<file path="src/hdl/addr_decode_pkg.sv">
// Constants for the system address decoder: region bases, limits and target codes.
// Assumes a 32-bit byte address and one clock shared with the bus masters.
package addr_decode_pkg;

  localparam int ADDR_W = 32;

  // Target selected for an access
  typedef enum logic [4:0] {
    TGT_NONE, TGT_ROM0, TGT_ROM1, TGT_ROM2, TGT_RAM0, TGT_CACHE_CTRL, TGT_EMU,
    TGT_DEVCFG, TGT_CLKMULT, TGT_RTCOUNT, TGT_ASP0_REG, TGT_ASP1_REG, TGT_ASP2_REG,
    TGT_SPI0, TGT_SPI1, TGT_I2C0, TGT_I2C1, TGT_ASP0_DATA, TGT_ASP1_DATA,
    TGT_ASP2_DATA, TGT_MOVER_CTRL, TGT_MOVER_HI_CFG, TGT_MOVER_HI_DPM,
    TGT_MOVER_LO_CFG, TGT_MOVER_LO_DPM, TGT_DRAM_SPACE, TGT_ASYNC_SPACE,
    TGT_EXTMEM_REGS
  } target_type;

  localparam int NUM_REGIONS = 27;

  localparam logic [31:0] REGION_BASE [NUM_REGIONS] = '{
    32'h0000_0000, 32'h0004_0000, 32'h0008_0000, 32'h1000_0000, 32'h2000_0000,
    32'h3000_0000, 32'h4000_0000, 32'h4100_0000, 32'h4200_0000, 32'h4400_0000,
    32'h4500_0000, 32'h4600_0000, 32'h4700_0000, 32'h4800_0000, 32'h4900_0000,
    32'h4A00_0000, 32'h5400_0000, 32'h5500_0000, 32'h5600_0000, 32'h6000_0000,
    32'h6100_0000, 32'h6100_8000, 32'h6200_0000, 32'h6200_8000, 32'h8000_0000,
    32'h9000_0000, 32'hF000_0000
  };

  localparam logic [31:0] REGION_END [NUM_REGIONS] = '{
    32'h0003_FFFF, 32'h0007_FFFF, 32'h000B_FFFF, 32'h1002_FFFF, 32'h2000_001F,
    32'h3FFF_FFFF, 32'h4000_0083, 32'h4100_015F, 32'h4200_00A3, 32'h4400_02BF,
    32'h4500_02BF, 32'h4600_02BF, 32'h4700_007F, 32'h4800_007F, 32'h4900_007F,
    32'h4A00_007F, 32'h54FF_FFFF, 32'h55FF_FFFF, 32'h56FF_FFFF, 32'h6000_008F,
    32'h6100_0FFF, 32'h6100_81FF, 32'h6200_0FFF, 32'h6200_81FF, 32'h8FFF_FFFF,
    32'h9FFF_FFFF, 32'hF000_00BF
  };

  // One bit per region: byte and word access allowed
  localparam logic [NUM_REGIONS-1:0] REGION_BYTE_OK = 27'h3A0_000F;

  // Emulation region is reserved for the debugger
  localparam int EMU_INDEX = 5;

  // Byte-writable top byte of the DRAM config register
  localparam logic [31:0] DRAM_CFG_ADDR = 32'hF000_0008;
  localparam logic [1:0] DRAM_CFG_TOP_LANE = 2'h3;

  // Access size encoding
  localparam logic [1:0] SIZE_BYTE = 2'h0;
  localparam logic [1:0] SIZE_HALF = 2'h1;
  localparam logic [1:0] SIZE_WORD = 2'h2;

  localparam logic [4:0] TGT_FIRST = 5'h01;

endpackage : addr_decode_pkg

</file>
<file path="src/hdl/system_address_decoder.sv">
// System address decoder: one registered routing decision per request.
// Assumes masters hold a request for one cycle and accept a result one cycle later.
// Operation
// - Three 256 KB read-only pages from address zero are decoded, byte and word allowed.
// - The 192 KB internal RAM page is decoded, byte and word allowed.
// - The 32-byte cache control window is decoded and takes whole words only.
// - The peripheral register windows are decoded as word-only regions.
// - Any word anywhere in an audio serial data window goes to that port's data path.
// - Each data mover unit's 4 KB configuration memory is decoded, word only.
// - Each data mover unit's 512-byte dual-port memory is decoded, byte and word allowed.
// - The external DRAM space goes to the DRAM chip select, byte and word.
// - The external asynchronous space goes to the asynchronous chip select.
// - Controller registers take words only, except a byte write to the DRAM config top byte.
module system_address_decoder
  import addr_decode_pkg::*;
(
  input wire logic mclk,
  input wire logic rst_b,
  input wire logic reqValid,
  input wire logic [31:0] reqAddr,
  input wire logic [1:0] reqSize,
  input wire logic reqWrite,
  output logic rspValid,
  output target_type rspTarget,
  output logic rspError,
  output logic rspByteOk,
  output logic dramSelect,
  output logic asyncSelect
);

  logic [NUM_REGIONS-1:0] hit;
  logic anyHit;
  logic byteOk;
  logic subWord;
  logic cfgByteWrite;
  target_type tgt;
  logic err;

  logic rspValid_q, rspValid_d;
  target_type rspTarget_q, rspTarget_d;
  logic rspError_q, rspError_d;
  logic rspByteOk_q, rspByteOk_d;

  // Range compare per region; ranges never overlap so at most one bit is set
  genvar g;
  generate
    for (g = 0; g < NUM_REGIONS; g++) begin : g_hit
      assign hit[g] = (reqAddr >= REGION_BASE[g]) && (reqAddr <= REGION_END[g]);
    end
  endgenerate

  always_comb begin
    tgt = TGT_NONE;
    for (int i = 0; i < NUM_REGIONS; i++) begin
      if (hit[i]) begin
        tgt = target_type'(TGT_FIRST + 5'(i));
      end
    end
  end

  assign anyHit = |hit;
  assign byteOk = |(hit & REGION_BYTE_OK);
  assign subWord = reqSize != SIZE_WORD;
  // Lets software enter self-refresh without a DRAM init sequence
  assign cfgByteWrite = reqWrite && (reqSize == SIZE_BYTE)
    && (reqAddr[31:2] == DRAM_CFG_ADDR[31:2]) && (reqAddr[1:0] == DRAM_CFG_TOP_LANE);
  // Emulation hits are refused too, so a stray master cannot disturb the debugger
  assign err = !anyHit || hit[EMU_INDEX]
    || (subWord && !byteOk && !cfgByteWrite);

  always_comb begin
    rspValid_d = reqValid;
    rspTarget_d = rspTarget_q;
    rspError_d = rspError_q;
    rspByteOk_d = rspByteOk_q;
    if (reqValid) begin
      rspError_d = err;
      rspTarget_d = err ? TGT_NONE : tgt;
      rspByteOk_d = byteOk;
    end
  end

  always_ff @(posedge mclk) begin
    if (!rst_b) begin
      rspValid_q <= 1'b0;
      rspTarget_q <= TGT_NONE;
      rspError_q <= 1'b0;
      rspByteOk_q <= 1'b0;
    end else begin
      rspValid_q <= rspValid_d;
      rspTarget_q <= rspTarget_d;
      rspError_q <= rspError_d;
      rspByteOk_q <= rspByteOk_d;
    end
  end

  assign rspValid = rspValid_q;
  assign rspTarget = rspTarget_q;
  assign rspError = rspError_q;
  assign rspByteOk = rspByteOk_q;
  assign dramSelect = rspValid_q && (rspTarget_q == TGT_DRAM_SPACE);
  assign asyncSelect = rspValid_q && (rspTarget_q == TGT_ASYNC_SPACE);
endmodule : system_address_decoder

</file>
<file path="config.mk">
export PLATFORM = sky130hd
export DESIGN_NAME = system_address_decoder
export DESIGN_NICKNAME = d
export VERILOG_FILES = /design/src/hdl/addr_decode_pkg.sv /design/src/hdl/system_address_decoder.sv
export SDC_FILE = /design/constraint.sdc
export NUM_CORES = 1
export LEC_CHECK = 0
export ABC_AREA = 1
export BUFFER_PORTS_ARGS = -buffer_cell sky130_fd_sc_hd__clkbuf_2
export CELL_PAD_IN_SITES_DETAIL_PLACEMENT = 1
export CELL_PAD_IN_SITES_GLOBAL_PLACEMENT = 1
export CORE_MARGIN = 2
export CORE_UTILIZATION = 35
export CTS_CLUSTER_DIAMETER = 120
export DETAILED_ROUTE_END_ITERATION = 12
export PLACE_DENSITY = 0.88
export SYNTH_ARGS = -nofsm -noshare
export SYNTH_HDL_FRONTEND = slang
export SYNTH_SLANG_ARGS = --single-unit
</file>
<file path="constraint.sdc">
create_clock -name mclk -period 2.3 [get_ports mclk]
set_input_delay 0.46 -clock mclk [delete_from_list [all_inputs] [get_ports mclk]]
set_output_delay 0.46 -clock mclk [all_outputs]
set_load 0.02 [all_outputs]
</file>
# Word level (Yosys, flattened, before mapping)
# Cells that the tools add are included.
dict set report totals {
  ff_bits 8
  word_cells 133
  input_bits 38
  output_inout_bits 10
}
dict set report classes {
  n_eq_ne 5
  muxes 28
  n_lt_le_gt_ge 54
  reduce_logical 42
}
# op n
set ops {}
lappend ops {{32-bit by 31-bit greater-or-equal comparator with 1-bit output (second input constant)} 18}
lappend ops {{32-bit by 31-bit less-or-equal comparator with 1-bit output (second input constant)} 18}
lappend ops {{5-bit two-way mux} 26}
lappend ops {{32-bit greater-or-equal comparator (second input constant)} 3}
lappend ops {{32-bit less-or-equal comparator (second input constant)} 3}
lappend ops {{32-bit by 30-bit greater-or-equal comparator with 1-bit output (second input constant)} 2}
lappend ops {{32-bit by 30-bit less-or-equal comparator with 1-bit output (second input constant)} 2}
lappend ops {{1-bit logical AND} 34}
lappend ops {{32-bit by 1-bit greater-or-equal comparator with 1-bit output (second input constant)} 1}
lappend ops {{32-bit by 19-bit greater-or-equal comparator with 1-bit output (second input constant)} 1}
lappend ops {{32-bit by 20-bit greater-or-equal comparator with 1-bit output (second input constant)} 1}
lappend ops {{32-bit by 29-bit greater-or-equal comparator with 1-bit output (second input constant)} 1}
lappend ops {{32-bit by 18-bit less-or-equal comparator with 1-bit output (second input constant)} 1}
lappend ops {{32-bit by 19-bit less-or-equal comparator with 1-bit output (second input constant)} 1}
lappend ops {{32-bit by 20-bit less-or-equal comparator with 1-bit output (second input constant)} 1}
lappend ops {{32-bit by 29-bit less-or-equal comparator with 1-bit output (second input constant)} 1}
lappend ops {{30-bit == test (second input constant)} 1}
lappend ops {{27-bit OR reduction} 1}
lappend ops {{5-bit == test (second input constant)} 2}
lappend ops {{8-bit OR reduction} 1}
lappend ops {{1-bit logical NOT} 3}
lappend ops {{2-bit == test (second input constant)} 1}
lappend ops {{2-bit logical NOT} 1}
lappend ops {{1-bit logical OR} 2}
lappend ops {{other kinds (3)} 3}

# Depth between registers and ports, before layout
# Gate-level depths: netlist of run 1.
dict set report logic_depth {
  word_depth 30
  mapped_depth 18
  depth_no_buf 18
}

# Least setup slack after synthesis of run 1
# No wires, ideal clock.
dict set report synth_path {
  path_kind {input to register}
  start {input reqAddr[25]}
  end {register rspTarget_q[0], in the netlist rspTarget[0]}
  setup_time_ps 118
  path_buffers 1
  slack_ps 301
  t_required_ps 2182
  arrival_ps 1881
  path_stages 17
  path_cell_list {buf_2 > nor2_1 > nand2_1 > inv_2 > nand2_1 > nor2_1 > nand2_1 > nand2_1 > nand2_1 > nand2_1 > nand4_1 > nor2_1 > inv_1 > nor2_2 > a21oi_4 > nand2_1 > a21oi_1}
}
dict set report synth_between {
  elab_chain_len 30
  word_cells_on_any_way 121
  classes_between {54 x order compare; 1 x eq/ne; 28 x mux; 38 x reduce/logical}
}
# item line_no
set synth_rtl {}
lappend synth_rtl {{start, declared} system_address_decoder.sv:20} ;# input wire logic [31:0] reqAddr,
lappend synth_rtl {{32-bit by 1-bit greater-or-equal comparator with 1-bit output / 32-bit by 18-bit less-or-equal comparator with 1-bit output (equally long branches)} system_address_decoder.sv:48} ;# assign hit[g] = (reqAddr >= REGION_BASE[g]) && (reqAddr <= REGION_END[g]);
lappend synth_rtl {{1-bit logical AND} system_address_decoder.sv:48}
lappend synth_rtl {{1-bit two-way mux} system_address_decoder.sv:55} ;# if (hit[i]) begin
lappend synth_rtl {{2-bit two-way mux} system_address_decoder.sv:55}
lappend synth_rtl {{5-bit two-way mux (25 in series)} system_address_decoder.sv:55}
lappend synth_rtl {{5-bit two-way mux *} system_address_decoder.sv:78} ;# rspTarget_d = err ? TGT_NONE : tgt;
lappend synth_rtl {{end signal, assigned} system_address_decoder.sv:91} ;# rspTarget_q <= rspTarget_d;
lappend synth_rtl {{end, declared} system_address_decoder.sv:40} ;# target_type rspTarget_q, rspTarget_d;
# Every way passes the cells marked *; elsewhere a longest branch is shown, timed or not.
# A chain may end at the register's enable or synchronous reset.

# Final worst setup path of run 1
dict set report layout_path {
  start {input reqAddr[31]}
  end {register rspTarget_q[0], in the netlist rspTarget[0]}
}
# The elaborated chain is that of the path after synthesis.

==> results.sh, run 1 <==
export IMPL_vdd_drop_max_mv=0.2225
export IMPL_status="finished with violations"
export IMPL_r2r_slack_ns=1.56
export IMPL_criticalPathCategory="input pin to register"
export IMPL_layout_drive_gt1_share_pct=40.70
export IMPL_timing_final_crit_share_pct=107.7
export IMPL_hold_end="rspByteOk$_SDFFE_PN0P_"
export IMPL_via_count=2963
export IMPL_n_fill_cell=693
export IMPL_met2_usage_pct=57.00
export IMPL_min_path_type="input pin to register"
export IMPL_synth_area_leaders="nand2_1 19%, nor2_1 11%, dfxtp_1 9.0%"
export IMPL_clock_sinks=8
export IMPL_clk_pin_slew_ns=0.04
export IMPL_critical_path_required_ns=2.45
export IMPL_top_usage_layer="met2"
export IMPL_die_area_um2=5670
export IMPL_placed_area_um2=2421
export IMPL_violations="setup timing"
export IMPL_netlist_instances=329
export IMPL_ff_latch_area_um2=160.2
export IMPL_clock_power_share_pct=23.0
export IMPL_hold_viol_final=0
export IMPL_grt_usage_pct=29.86
export IMPL_seq_power_share_pct=20.7
export IMPL_rr_endpoint="rspByteOk$_SDFFE_PN0P_"
export IMPL_max_slew_worst_pin_slew_ns=0.4510
export IMPL_route_detailed_drc=0
export IMPL_critPathLaunchType="input pin"
export IMPL_min_path_cells=2
export IMPL_fin_skew_ns=0
export IMPL_min_delay_start="reqValid"
export IMPL_grt_pass1_wl_um=13020
export IMPL_clockBufferDepth=2
export IMPL_met3_usage_pct=4.365
export IMPL_path_max_fanout=6
export IMPL_leakage_uw=0.001311
export IMPL_synth_top_area_share_pct=18.99
export IMPL_core_area_um2=4817
export IMPL_gp_congestion=0.9535
export IMPL_synth_area_um2=1779
export IMPL_fp_dieW_um=75.30
export IMPL_power_uw=744.8
export IMPL_p_comb_share_pct=56.3
export IMPL_cts_root_buf="clkbuf_8"
export IMPL_n_antenna_cell=0
export IMPL_r2r_start="rspByteOk$_SDFFE_PN0P_"
export IMPL_final_area_um2=2676
export IMPL_max_freq_ghz=0.4038
export IMPL_ant_nets=0
export IMPL_maxSlewHeadroom_pct=69.82
export IMPL_place_hpwl_um=6863
export IMPL_arrival_ns=2.63
export IMPL_htree_levels=1
export IMPL_grt_use_met1_pct=36.11
export IMPL_cts_tree="done"
export IMPL_first_pass_iters=5
export IMPL_avgViaCountPerCell=5.962
export IMPL_drtIter0Drc=189
export IMPL_ys_ff_latch=8
export IMPL_multi_input_area_um2=1559
export IMPL_grt_pass1_vias=2791
export IMPL_holdBufCountCts=0
export IMPL_num_rows=25
export IMPL_grt_antenna_before_repair=0
export IMPL_timing_max_cap_violations=0
export IMPL_die_height_um=75.30
export IMPL_p_sw_share_pct=44.98
export IMPL_maxSlewViolCount=0
export IMPL_reg2reg_depth=2
export IMPL_synth_area_per_cell_um2=5.408
export IMPL_worst_slack_ns=-0.1764
export IMPL_grt_max_degree=10
export IMPL_power_internal_uw=409.8
export IMPL_yosysSeqAreaShare_pct=9.001
export IMPL_min_period_ns=2.476
export IMPL_critPathCaptureType="register"
export IMPL_routed_wl_um=10540
export IMPL_synth_top_area_cell="nand2_1"
export IMPL_initial_core_util_pct=36.94
export IMPL_pin_count=48
export IMPL_clock_latency_ns=0.23
export IMPL_numCtsBuffers=3
export IMPL_fin_nets=470
export IMPL_grt_ovfl_total=0
export IMPL_yosysUniqueCellTypes=39
export IMPL_setup_violations_final=6
export IMPL_powerDensity_nw_per_um2=278.3
export IMPL_ys_warnings_count=0
export IMPL_switchingPower_uw=335.0
export IMPL_synth_nets=367
export IMPL_syn2layout_area_growth_pct=50.42
export IMPL_port_buffers=47
export IMPL_avgRoutedWirePerCell_um=21.21
-- critical path, cell delays in order --
cell	delay, ns
clkbuf_2	0.13
buf_12	0.15
nor2_2	0.18
inv_2	0.09
o21ai_2	0.15
nand2_1	0.18
nor2_1	0.17
nand2_1	0.09
nand2_1	0.08
nand2_2	0.08
nand4_1	0.15
nor2_1	0.08
inv_1	0.12
nor2_2	0.07
a21oi_4	0.20
nand2_1	0.09
a21oi_1	0.14
-- flip-flops by register name, summed over array words and instances, names as in the netlist --
signal,cells
rspByteOk,1
rspError,1
rspValid,1
rspTarget,5
-- worst max-delay path by stage --
stage,from,endpoint,cells after the start
6_report,reqAddr[31],rspTarget[0]$_SDFFE_PN0P_,17
5_1_grt,reqAddr[28],rspError$_SDFFE_PN0P_,13
4_1_cts,reqAddr[25],rspTarget[3]$_SDFFE_PN0P_,17
3_5_place_dp,reqAddr[25],rspTarget[0]$_SDFFE_PN0P_,17
3_3_place_gp,reqAddr[26],rspTarget[3]$_SDFFE_PN0P_,17
2_1_floorplan,reqAddr[25],rspTarget[0]$_SDFFE_PN0P_,17
-- power groups by stage --
stage	combinational (µW)	clock (µW)	sequential, µW
after global routing	437	182	155
after CTS	350	175	153
final	419	171	154
after global placement	328	0	155
after floorplan	174	0	165
after detailed placement	346	0	156
-- kinds of logic (layout without fill, tap and decap cells) --
logic type,count (synthesis),in the layout,synth area share (%)
simple gates,228,228,65.33
buf+inv,48,149,10.20
compound gates,45,45,15.47
flops,8,8,9.001
-- cell type report --
class / count / share of cell area, %
clock buffers: 3 / 1.543
inverters: 47 / 6.779
multi-input cells: 273 / 58.25
flip-flops and latches: 8 / 5.984
well taps: 67 / 3.132
repair buffers: 99 / 24.31
-- through the flow --
stage | instances | hold WS (ns) | setup TNS, ns | utilization [%] | setup slack [ns]
final | 497 | 0.5076 | -0.7537 | 55.56 | -0.1764
after global routing | 497 | 0.5077 | -1.404 | 55.56 | -0.3092
after detailed placement | 484 | 0.4744 | -0.6654 | 50.26 | -0.1706
after CTS | 487 | 0.4685 | 0 | 51.17 | 0.03767
after global placement | 484 | 0.4749 | -0.3028 | 50.26 | -0.08113
after floorplan | 329 | 0.5530 | 0 | - | 0.3012
-- Yosys cell counts, drive strengths merged --
cell and n:
nor3 14, o31ai 1, o21a 1, buf 1
a31oi 1, clkinv 1, o21ai 16, nor4 6
nand2 98, nor2 69, inv 46, a21boi 2
o21bai 1, nand4 20, and2 2, dfxtp 8
nand3 16, a211oi 1, nand3b 2, o22ai 1
or2 1, a21o 1, a21oi 17, o211ai 3
-- layer usage --
layer | vias to the layer above | wire [µm] | share of wire (%)
li1 | 1293 | - | -
met1 | 1378 | 3832 | 36
met2 | 212 | 5178 | 49
met3 | 80 | 826 | 7.8
met4 | 0 | 706 | 6.7
met5 | - | 0 | 0
-- repair_timing --
action,in CTS,in global routing
pin swaps,0,17
buffers inserted,0,10
gates cloned,0,0
endpoints found under the setup margin,1,6
gates resized for setup,1,50
-- layout by cell type (no fill, tap or decap), types with 2 or more instances in the layout --
master	count
a21oi_1	12
a21oi_2	4
buf_2	3
buf_4	50
buf_6	2
clkbuf_2	42
clkbuf_8	3
dfxtp_1	8
inv_1	35
inv_2	10
inv_4	2
nand2_1	82
nand2_2	11
nand2_4	5
nand3_1	13
nand3_2	3
nand3b_1	2
nand4_1	18
nor2_1	46
nor2_2	7
nor2_4	14
nor2_8	2
nor3_1	8
nor3_2	6
nor4_1	5
o211ai_1	3
o21ai_0	8
o21ai_1	6
o21ai_2	2
(Power assumes the default switching activity.)
==> inputs of run 2 (changes only) <==
Settings changed: SETUP_SLACK_MARGIN from default to 0.5.
==> run 2 against run 1 <==
The flow still finishes with violations (setup timing). Total power up 16%. Via count grew 14%. Hold slack improved by 0.0021 ns. Routed wire length increased by 25%. Die area did not move. Sequential share of layout area shrank 0.64 points. Flip-flop and latch count stayed put. Largest power group unchanged. Clock skew unchanged. Combinational power grew 22%. Critical path depth unchanged. Count of clock-buffer cells in the layout unchanged.
==> results.sh, run 2 (synthesis gave the netlist of run 1 again) <==
export IMPL_violations="setup timing"
export IMPL_power_uw=860.9
export IMPL_critPathLaunchType="input pin"
export IMPL_largest_register_ffs=5
export IMPL_ff_latch_area_um2=160.2
export IMPL_criticalPathCategory="input pin to register"
export IMPL_crit_path_max_incr_delay_ns=0.21
export IMPL_layout_drive_gt1_share_pct=48.34
export IMPL_pin_count=48
export IMPL_crit_top_cell="nand2_1"
export IMPL_avgViaCountPerCell=6.483
export IMPL_powerDensity_nw_per_um2=287.3
export IMPL_final_cell_mix="80 x nand2_1, 74 x buf_4, 40 x nor2_1"
export IMPL_first_pass_iters=7
export IMPL_avgRoutedWirePerCell_um=25.32
export IMPL_routed_wl_um=13170
export IMPL_clock_sinks=8
export IMPL_rsz0062_at_grt="true"
export IMPL_maxSlewViolCount=0
export IMPL_gp_congestion=0.9608
export IMPL_n_antenna_cell=0
export IMPL_critPathCaptureType="register"
export IMPL_crit_family="simple AND/OR/NAND/NOR gates"
export IMPL_crit_slowest_cell="nor2_2"
export IMPL_ant_nets=0
export IMPL_max_slew_worst_pin_slew_ns=0.5806
export IMPL_critical_path_required_ns=2.43
export IMPL_drtIter0Drc=397
export IMPL_grt_antenna_before_repair=0
export IMPL_worst_slack_ns=-0.1580
export IMPL_place_hpwl_um=7285
export IMPL_hold_viol_final=0
export IMPL_grt_pass1_wl_um=18130
export IMPL_path_max_fanout=3
export IMPL_setup_violations_final=6
export IMPL_timing_max_cap_violations=0
export IMPL_cp_buffers_inverters=5
export IMPL_dp_slack_ns=-0.2501
export IMPL_num_rows=25
export IMPL_min_path_type="register to register"
export IMPL_cts_tree="done"
export IMPL_status="finished with violations"
export IMPL_htree_levels=1
export IMPL_path_cells="clkbuf_16 -> buf_4 -> buf_4 -> nor2_2 -> nand4_1 -> nor2_2 -> nand2_1 -> nand2_1 -> a21boi_2 -> inv_1 -> nand2_1 -> inv_1 -> nand4_1 -> nor2_1 -> nand3_1 -> nand2_1 -> a21oi_1"
export IMPL_fin_nets=493
export IMPL_route_detailed_drc=0
export IMPL_numCtsBuffers=3
export IMPL_clk_pin_slew_ns=0.05
export IMPL_vdd_drop_max_mv=0.1599
export IMPL_leakage_uw=0.001473
export IMPL_fin_skew_ns=0
export IMPL_fp_dieW_um=75.30
export IMPL_n_fill_cell=678
export IMPL_core_area_um2=4817
export IMPL_multi_input_area_um2=1662
export IMPL_max_freq_ghz=0.4068
export IMPL_clockBufferDepth=2
export IMPL_grt_pass1_vias=3382
export IMPL_clock_latency_ns=0.25
export IMPL_grt_ovfl_total=0
export IMPL_die_height_um=75.30
export IMPL_min_period_ns=2.458
export IMPL_die_area_um2=5670
export IMPL_arrival_ns=2.58
export IMPL_grt_usage_pct=43.63
export IMPL_syn2layout_area_growth_pct=68.42
export IMPL_cts_root_buf="clkbuf_8"
export IMPL_maxSlewHeadroom_pct=60.89
export IMPL_via_count=3371
export IMPL_initial_core_util_pct=36.94
export IMPL_port_buffers=47
export IMPL_grt_max_degree=8
export IMPL_final_common_cell="nand2_1"
export IMPL_timing_final_crit_share_pct=106.9
==> run 2: layout make-up <==
class | count | area share (%)
Clock buffer | 3 | 1.378
Inverter | 47 | 6.221
Multi-Input combinational cell | 273 | 55.45
Sequential cell | 8 | 5.344
Tap cell | 67 | 2.797
Timing Repair Buffer | 122 | 28.81
==> run 2: per-layer routing <==
layer / vias to the layer above / GRT usage, % / routed length, µm
li1: 1340 / - / -
met4: 0 / 32.75 / 1270
met1: 1551 / 49.08 / 4574
met5: - / 0 / 0
met3: 140 / 8.201 / 1396
met2: 340 / 72.85 / 5925
==> run 2: worst register-to-register path, stage by stage, from the launching register on <==
cell     delay (ns)
dfxtp_1        0.32
o21ai_0        0.30
a21oi_4        0.05
==> run 2: per-stage QoR <==
step / hold slack [ns] / TNS, ns / cell area [µm²] / instances / utilization [%]
finish: 0.5097 / -0.6265 / 2997 / 520 / 62.21
CTS: 0.4857 / 0 / 2887 / 513 / 59.92
global placement: 0.4724 / -0.2502 / 2545 / 494 / 52.83
floorplan: 0.5530 / 0 / 1847 / 329 / -
detailed placement: 0.4807 / -0.8255 / 2545 / 494 / 52.83
global route: 0.5224 / -1.455 / 2997 / 520 / 62.21
==> run 2: path summary, 6_finish.rpt <==
path                                   from                   endpoint  slack (ns)  cells past startpoint
setup / recovery                reqAddr[27]  rspTarget[1]$_SDFFE_PN0P_       -0.16                     17
hold / removal    rspTarget[2]$_SDFFE_PN0P_  rspTarget[2]$_SDFFE_PN0P_        0.51                      2
setup reg to reg     rspByteOk$_SDFFE_PN0P_     rspByteOk$_SDFFE_PN0P_        1.51                      2
hold reg to reg   rspTarget[2]$_SDFFE_PN0P_  rspTarget[2]$_SDFFE_PN0P_        0.51                      2
==> run 2: where the power goes <==
part	switching, µW	internal, µW	leakage, µW	total [µW]
clock	78.8	115	0.0000216	194
sequential	6.31	147	0.0000657	154
combinational	320	193	0.00139	513
total	405	456	0.00147	861
==> run 2: repair_timing <==
item | 4_1_cts | 5_1_grt
hold buffers | 0 | 0
setup endpoints to repair | 6 | 7
pin swaps | 31 | 17
setup buffers | 16 | 7
resized for setup | 48 | 19
